<file path="src/design/ctsc_pkg.sv">
package ctsc_pkg;
   // Register byte offsets on the APB slave
   localparam logic [11:0] CTSC_LOW_OFS   = 12'h000;  // Lower count half; write enables
   localparam logic [11:0] CTSC_HIGH_OFS  = 12'h004;  // Held upper count half
   localparam logic [11:0] CTSC_STAT_OFS  = 12'h008;  // Status: bit 0 counting
   localparam int          CTSC_STAT_RUN_BIT = 0;     // Field position of running flag
   localparam logic [63:0] CTSC_CNT_RST   = 64'h0000_0000_0000_0000; // Count after reset
   localparam logic [31:0] CTSC_RD_ZERO   = 32'h0000_0000;           // Unmapped read data
   localparam int          CTSC_ADDR_W    = 12;       // APB address width

   // APB request carrier
   typedef struct packed {
      logic                   psel;
      logic                   penable;
      logic                   pwrite;
      logic [CTSC_ADDR_W-1:0] paddr;
      logic [31:0]            pwdata;
   } ctsc_apb_req_t;

   // Counter run state
   typedef enum logic [0:0] {
      CTSC_IDLE = 1'b0,
      CTSC_RUN  = 1'b1
   } ctsc_state_t;
endpackage : ctsc_pkg

</file>
<file path="src/design/ctsc_top.sv">
// Design decisions made here: the placing of the registers and the APB register port.
`timescale 1ns/1ps
// Function
// - 64-bit counter advances every CPU clock
// - Two 32-bit read-only halves for software
// - Write to low half enables, data ignored
// - Software can never stop running counter
// - Counter disabled after leaving reset
// - Full power-down returns counter to disabled
// - Enabling starts count from zero
// - No software clear or reload operation
module ctsc_top #(
   parameter int CNT_W = 64
) (
   input  wire logic                          CORE_CLK,
   input  wire logic                          SYS_RST,
   input  wire logic                          CPU_PWR_DOWN,
   input  wire logic                          PSEL,
   input  wire logic                          PENABLE,
   input  wire logic                          PWRITE,
   input  wire logic [ctsc_pkg::CTSC_ADDR_W-1:0] PADDR,
   input  wire logic [31:0]                   PWDATA,
   output logic [31:0]                        PRDATA,
   output logic                               PREADY,
   output logic                               PSLVERR,
   output logic                               COUNT_RUNNING
);
   import ctsc_pkg::*;

   ctsc_apb_req_t    req;          // Bundled bus request
   logic [CNT_W-1:0] count;        // Live count
   logic             running;      // Counter enabled
   logic [31:0]      high_hold_r;  // Upper half caught on low read
   logic [31:0]      prdata_r;     // Registered read data
   logic             pready_r;     // Registered ready
   logic             pslverr_r;    // Registered error
   logic             run_r;        // Registered running flag
   logic             setup_cyc;    // Setup phase of a transfer
   logic             hit_low;      // Address decodes
   logic             hit_high;
   logic             hit_stat;
   logic             mapped;
   logic             wr_low;       // Enable strobe
   logic             rd_low;       // Capture strobe
   logic [31:0]      rd_mux;       // Selected read word
   logic             bad_acc;      // Error condition

   assign req = '{psel: PSEL, penable: PENABLE, pwrite: PWRITE, paddr: PADDR, pwdata: PWDATA};

   // Answer during the access phase one cycle after setup; zero wait
   assign setup_cyc = req.psel && !req.penable;
   assign hit_low   = (req.paddr == CTSC_LOW_OFS);
   assign hit_high  = (req.paddr == CTSC_HIGH_OFS);
   assign hit_stat  = (req.paddr == CTSC_STAT_OFS);
   assign mapped    = hit_low || hit_high || hit_stat;
   // Acting in setup keeps the single-cycle access; request is stable then
   assign wr_low    = setup_cyc && req.pwrite && hit_low;
   assign rd_low    = setup_cyc && !req.pwrite && hit_low;
   // Writes to high or status are refused: halves are read-only
   assign bad_acc   = !mapped || (req.pwrite && !hit_low);
   assign rd_mux    = hit_low  ? count[31:0] :
                      hit_high ? high_hold_r :
                      hit_stat ? {31'h0000_0000, running} : CTSC_RD_ZERO;

   // Counter core; write data never reaches it
   ctsc_counter #(.CNT_W(CNT_W)) u_cnt (
      .clk        (CORE_CLK),
      .rst        (SYS_RST),
      .pwr_down   (CPU_PWR_DOWN),
      .enable_req (wr_low),
      .count      (count),
      .running    (running)
   );

   // Hold upper half so a later high read matches the low read
   always_ff @(posedge CORE_CLK) begin
      if (SYS_RST || CPU_PWR_DOWN) high_hold_r <= CTSC_RD_ZERO;
      else if (rd_low)             high_hold_r <= count[63:32];
   end

   // Bus answer registers
   always_ff @(posedge CORE_CLK) begin
      if (SYS_RST) begin
         prdata_r  <= CTSC_RD_ZERO;
         pready_r  <= 1'b0;
         pslverr_r <= 1'b0;
         run_r     <= 1'b0;
      end else begin
         pready_r  <= setup_cyc;
         pslverr_r <= setup_cyc && bad_acc;
         prdata_r  <= (setup_cyc && !req.pwrite) ? rd_mux : CTSC_RD_ZERO;
         run_r     <= running;
      end
   end

   assign PRDATA        = prdata_r;
   assign PREADY        = pready_r;
   assign PSLVERR       = pslverr_r;
   assign COUNT_RUNNING = run_r;

   // Checks
   ready_one_a: assert property (@(posedge CORE_CLK) disable iff (SYS_RST)
      setup_cyc |=> PREADY)
      else $error("no ready in access phase");
   hold_match_a: assert property (@(posedge CORE_CLK) disable iff (SYS_RST || CPU_PWR_DOWN)
      rd_low |=> high_hold_r == $past(count[63:32]))
      else $error("high half not captured");
   wr_data_ign_a: assert property (@(posedge CORE_CLK) disable iff (SYS_RST || CPU_PWR_DOWN)
      (wr_low && running) |=> count == $past(count) + CNT_W'(1))
      else $error("write disturbed count");
   ro_err_a: assert property (@(posedge CORE_CLK) disable iff (SYS_RST)
      (setup_cyc && req.pwrite && hit_high) |=> PSLVERR)
      else $error("write to high half not refused");
   wr_cov: cover property (@(posedge CORE_CLK) wr_low ##[1:20] rd_low);
   rd_cov: cover property (@(posedge CORE_CLK) rd_low ##2 (setup_cyc && hit_high));
   err_cov: cover property (@(posedge CORE_CLK) PSLVERR);
endmodule : ctsc_top

</file>
<file path="src/design/ctsc_counter.sv">
`timescale 1ns/1ps
// 64-bit free-running counter core with enable state machine
module ctsc_counter #(
   parameter int CNT_W = 64
) (
   input  wire logic             clk,
   input  wire logic             rst,
   input  wire logic             pwr_down,
   input  wire logic             enable_req,
   output logic [CNT_W-1:0]      count,
   output logic                  running
);
   import ctsc_pkg::*;

   ctsc_state_t      state_r;    // Idle or counting
   ctsc_state_t      state_nxt;  // Next state
   logic [CNT_W-1:0] cnt_r;      // Count value
   logic [CNT_W-1:0] cnt_nxt;    // Next count

   // No stop path from software: only reset or power-down leave RUN
   assign state_nxt = (pwr_down) ? CTSC_IDLE :
                      (enable_req) ? CTSC_RUN : state_r;
   // Idle holds zero so enabling starts from zero
   assign cnt_nxt = (pwr_down || state_r == CTSC_IDLE) ? CNT_W'(0)
                    : cnt_r + CNT_W'(1);

   // State and count registers
   always_ff @(posedge clk) begin
      if (rst) begin
         state_r <= CTSC_IDLE;
         cnt_r   <= CNT_W'(CTSC_CNT_RST);
      end else begin
         state_r <= state_nxt;
         cnt_r   <= cnt_nxt;
      end
   end

   assign count   = cnt_r;
   assign running = (state_r == CTSC_RUN);

   // Checks
   count_step_a: assert property (@(posedge clk) disable iff (rst)
      (state_r == CTSC_RUN && !pwr_down) |=> cnt_r == $past(cnt_r) + CNT_W'(1))
      else $error("count did not advance by one");
   idle_zero_a: assert property (@(posedge clk) disable iff (rst)
      (state_r == CTSC_IDLE) |-> cnt_r == CNT_W'(0))
      else $error("idle count not zero");
   pwrdn_stop_a: assert property (@(posedge clk) disable iff (rst)
      pwr_down |=> state_r == CTSC_IDLE && cnt_r == CNT_W'(0))
      else $error("power-down did not stop counter");
   no_stop_a: assert property (@(posedge clk) disable iff (rst)
      (state_r == CTSC_RUN && !pwr_down) |=> state_r == CTSC_RUN)
      else $error("counter stopped without power-down");
   enable_go_a: assert property (@(posedge clk) disable iff (rst)
      // Start from zero only applies to an enable that finds the counter idle
      (enable_req && !pwr_down && state_r == CTSC_IDLE)
         |=> state_r == CTSC_RUN ##1 cnt_r == CNT_W'(1))
      else $error("enable did not start counting from zero");
   rst_idle_a: assert property (@(posedge clk)
      rst |=> state_r == CTSC_IDLE && cnt_r == CNT_W'(0))
      else $error("reset did not disable counter");
   start_cov: cover property (@(posedge clk) disable iff (rst)
      state_r == CTSC_IDLE ##1 state_r == CTSC_RUN);
   pwrdn_cov: cover property (@(posedge clk) disable iff (rst)
      state_r == CTSC_RUN ##1 pwr_down);
endmodule : ctsc_counter

</file>
<file path="config.mk">
export PLATFORM = sky130hd
export DESIGN_NAME = ctsc_top
export DESIGN_NICKNAME = d
export VERILOG_FILES = /design/src/design/ctsc_pkg.sv /design/src/design/ctsc_top.sv /design/src/design/ctsc_counter.sv
export SDC_FILE = /design/constraint.sdc
export NUM_CORES = 1
export LEC_CHECK = 0
export BUFFER_PORTS_ARGS = -buffer_cell sky130_fd_sc_hd__buf_2
export CORE_UTILIZATION = 56
export DETAILED_ROUTE_END_ITERATION = 10
export GPL_ROUTABILITY_DRIVEN = 0
export GPL_TIMING_DRIVEN = 1
export PLACE_DENSITY = 0.82
export SETUP_SLACK_MARGIN = 0.05
export SLEW_MARGIN = 30
export SYNTH_ARGS = -nofsm -noshare
export SYNTH_HDL_FRONTEND = slang
export SYNTH_SLANG_ARGS = --single-unit
</file>
<file path="constraint.sdc">
create_clock -name CORE_CLK -period 2.71 [get_ports CORE_CLK]
set_input_delay 0.271 -clock CORE_CLK [delete_from_list [all_inputs] [get_ports CORE_CLK]]
set_output_delay 0.271 -clock CORE_CLK [all_outputs]
set_load 0.05 [all_outputs]
</file>
==> results.txt <==
The total global-route track usage came out at 30.0%. The post-synthesis share of cell area spent on full adders, half adders and majority gates is 0.408%. The global-route wire length before repair came out at 23400 microns. The setup check on the worst reg-to-reg path leaves a slack of 170 ps. The count of different cell masters after synthesis is 46.

STA puts the critical path data required time at 3070 ps. The final standard cell area without fillers is 0.00658 sq mm. The sequential standard cell area came out at 0.00264 sq mm. The antenna diode count is 0. Summing over every cut layer, the via total after detailed routing is 5095.

The cell count after placement came out at 806. The average wire length per cell after detail routing came out at 17.3 microns. The hold violation count in the final report came out at 0. The clock tree from TritonCTS is built. Walking the worst path, the cells encountered are ha_1 -> nand4_2 -> buf_4 -> or4_1 -> nor4_1 -> xnor2_1 -> nor2_1. The startpoint identified for the worst hold timing path is PENABLE. On the critical path, the stage with the largest delay is an instance of sky130_fd_sc_hd__or4_1. The clock skew after layout is 8.82 ps. The clock input transition at the sequential cells of the worst setup and hold paths is 60 ps. The boundary pin count came out at 85.

The tightest min-delay check is of the in2reg type. Setup total negative slack on the finished layout was measured at 0 ps. The worst-case clock buffer depth is 2. The deepest level of the CTS H-tree is 4. The dominant combinational cell family by area after synthesis is simple AND/OR/NAND/NOR gates. The hold slack came out at 56.3 ps.

The prevailing post-synth register cell is sky130_fd_sc_hd__dfxtp_1. The post-synthesis area per instance is 8.66 sq um. The number of nets still failing antenna checks after routing came out at 0. The post-route worst setup slack is 171 ps. The post-layout instance count excluding filler cells is 839.

TritonCTS created 17 clock buffers. The worst register-to-register path ends at u_cnt.count[34]. The tree is rooted in a sky130_fd_sc_hd__clkbuf_8. Of all nets on the critical path, the largest fanout is 6. The synthesis-to-finish area growth is 19.3%. The filler cell count came out at 717. The largest stage delay on the critical path is 580 ps.

The flow ran to the end, and the final reports show no timing, DRC or antenna violations. The gate count after technology mapping is 637. The clock sink total is 132.

The static power due to leakage came out at 2.25 nW. The clock latency on the worst-skew pair is 520 ps. The synthesized netlist devotes 8.37% of its cell area to compound gates.

The sum of routed wire length over all layers is 14500 microns. The number of enable flip-flop cells after synthesis is 0. The worst path arrival time came out at 2900 ps. Setup repair after global routing left no endpoint under its margin. The largest net degree at the start of global routing came out at 45.

The worst-case hold path end point is PREADY. The number of global-route vias before repair is 4838. In this run the vertical extent of the chip is 101 microns. The quantity of I/O buffers inserted on ports is 52.

The total overflow reported by the global router is 0. The fmax is 394 MHz. The share of flip-flops with an asynchronous set or reset is 0%. The worst setup path is of the reg2reg kind. The synthesized area came out at 0.00552 sq mm.

The number of nets handed over by synthesis was 688. The total power divided by cell area is 660 mW/mm^2. The register bit count reported by yosys came out at 132. The starting density of the core came out at 58.9%. The detailed placement HPWL is 9360 microns. The measured slew at the worst slew-check pin is 882 ps. The worst setup path is captured at a flip-flop.

The sequential share of the synthesized area came out at 47.9%. The worst max-slew margin expressed relative to the limit is 40.7%. Summing the areas of all xor and xnor instances in the mapped netlist gives 5.87% of the synthesized area. The initial antenna violation count came out at 0. From left edge to right edge, the die measures 101 microns. In this run, the number of DRC markers left after iteration 0 of detailed routing was 541. Max-cap violations in this run came to 0. The via density per instance is 6.07.

The final worst-path cycle share came out at 93.7%. The critical path startpoint category is a flip-flop. Along the worst hold path, the cell count comes to 3.

The area share of and/or/nand/nor cells after synthesis came out at 28.7%. The highest ir drop seen on vdd came out at 0.000422 V. The detailed-router iteration count before antenna repair came out at 6. The reg-to-reg startpoint is u_cnt.count[0].

In this run the standard cell core region covers 0.00937 sq mm. The logic depth of the worst register-to-register path is 7. Timing analysis after detailed placement gives a worst setup slack of 278 ps.

The multiplexer area fraction after synthesis came out at 5.80%. Of the cells placed in the final design, the portion with a size suffix greater than 1 is 17.3%. The routed design could run at a clock period as short as 2540 ps. The count of final setup violators is 0. The floorplan row count came out at 35. The placement-stage cell area came out at 0.00596 sq mm.

The area of the die came out at 0.0103 sq mm. The combined area of the multi-input logic cells is 0.00273 sq mm. The number of max-slew violations in the final report came out at 0.

The net count of the finished layout is 748. The number of DRC violations after detailed routing came out at 0. For this run, the number of Yosys warnings is 0.
==> where the power goes <==
| group | switching (mW) | leakage, nW | internal, mW |
|---|---|---|---|
| Combinational | 0.0356 | 0.896 | 0.0240 |
| Clock | 0.850 | 0.296 | 1.49 |
| Sequential | 0.000295 | 1.06 | 1.94 |
| Total | 0.886 | 2.25 | 3.46 |
==> area by class of cell <==
type	count	area share [%]
well taps	129	2.45
clock buffers	19	6.40
multi-input cells	465	41.4
clock inverters	13	2.77
repair buffers	72	6.27
flip-flops and latches	132	40.1
inverters	9	0.513
==> stage by stage <==
step / power (mW) / util [%]
floorplan: 2.02 / -
global placement: 2.04 / 63.6
detailed placement: 2.04 / 63.6
CTS: 4.35 / 70.2
global route: 4.46 / 70.3
finish: 4.35 / 70.3
==> kinds of logic after synthesis <==
family          count (synthesis)
buf+inv                        40
fa+ha+maj                       2
compound gates                 84
xor+xnor                       37
flops                         132
simple gates                  310
mux                            32
==> state kept, by name (all words and copies together) (netlist names) <==
name           flops
u_cnt.count       64
PRDATA            32
high_hold_r       32
COUNT_RUNNING      1
PREADY             1
PSLVERR            1
u_cnt.running      1
==> worst max-delay path: cells and delay by family (launching register included) <==
family / cells / cell delay, ps
xor gates and xnor gates: 1 / 190
adders and majority gates: 1 / 280
and+or+nand+nor: 4 / 1250
DFF: 1 / 450
buffers and inverters: 1 / 210
==> placed cells by master, fill, tap and decap left out, drive strengths merged, types with 2 or more instances in the layout <==
cell type and instances:
dfxtp 132, or2 4, nand4 27, or4 7
nor4 17, a31o 2, o21ba 2, and3 8
o31ai 4, xnor2 20, inv 10, buf 71
nor2 82, and4 13, xor2 17, nand3 25
nand2 90, o21ai 16, mux2i 32, o21a 2
or3 20, nor3 11, a21oi 55, bufinv 4
clkbuf 19, clkinv 7
==> timing repair <==
action / in CTS / in global routing
endpoints found under the setup margin: 0 / 2
hold endpoints to repair: 2 / 0
gates resized for setup: 0 / 1
setup buffers: 0 / 0
hold buffers: 1 / 0
==> worst max path at each step <==
stage	startpoint	endpoint	slack, ps	cells past startpoint
6_report	u_cnt.count[0]	u_cnt.count[34]	170	7
2_1_floorplan	u_cnt.count[0]	u_cnt.count[56]	500	7
4_1_cts	u_cnt.count[0]	u_cnt.count[54]	190	6
5_1_grt	u_cnt.count[0]	u_cnt.count[54]	130	6
3_3_place_gp	u_cnt.count[0]	u_cnt.count[54]	340	6
3_5_place_dp	u_cnt.count[0]	u_cnt.count[54]	280	6
==> metal layers <==
metal | global-route usage, % | share of wire (%)
met1 | 37.0 | 39
met2 | 48.6 | 48
met4 | 14.3 | 4.4
met3 | 8.35 | 8.4
met5 | 0 | 0
==> cell usage after synthesis, types with 2 or more instances <==
| master | number | area share, % |
|---|---|---|
| sky130_fd_sc_hd__a31o_2 | 2 | 0.32 |
| sky130_fd_sc_hd__clkbuf_1 | 21 | 1.4 |
| sky130_fd_sc_hd__nor4_1 | 14 | 1.6 |
| sky130_fd_sc_hd__o21ba_2 | 2 | 0.36 |
| sky130_fd_sc_hd__inv_1 | 9 | 0.61 |
| sky130_fd_sc_hd__or3_1 | 20 | 2.3 |
| sky130_fd_sc_hd__buf_1 | 6 | 0.41 |
| sky130_fd_sc_hd__o31ai_1 | 4 | 0.54 |
| sky130_fd_sc_hd__nor2_1 | 82 | 5.6 |
| sky130_fd_sc_hd__nor3_1 | 11 | 1.0 |
| sky130_fd_sc_hd__xnor2_1 | 20 | 3.2 |
| sky130_fd_sc_hd__o21a_1 | 2 | 0.27 |
| sky130_fd_sc_hd__nand4_1 | 25 | 2.8 |
| sky130_fd_sc_hd__or4_1 | 6 | 0.82 |
| sky130_fd_sc_hd__a21oi_1 | 55 | 5.0 |
| sky130_fd_sc_hd__xor2_1 | 17 | 2.7 |
| sky130_fd_sc_hd__or2_2 | 3 | 0.34 |
| sky130_fd_sc_hd__and3_1 | 7 | 0.79 |
| sky130_fd_sc_hd__nand3_1 | 23 | 2.1 |
| sky130_fd_sc_hd__mux2i_1 | 32 | 5.8 |
| sky130_fd_sc_hd__nor4_4 | 2 | 0.77 |
| sky130_fd_sc_hd__dfxtp_1 | 132 | 48 |
| sky130_fd_sc_hd__nand2_1 | 90 | 6.1 |
| sky130_fd_sc_hd__o21ai_0 | 16 | 1.5 |
| sky130_fd_sc_hd__nand4_2 | 2 | 0.45 |
| sky130_fd_sc_hd__buf_2 | 2 | 0.18 |
| sky130_fd_sc_hd__and4_1 | 13 | 2.1 |
Power figures use the tool's default switching activity.
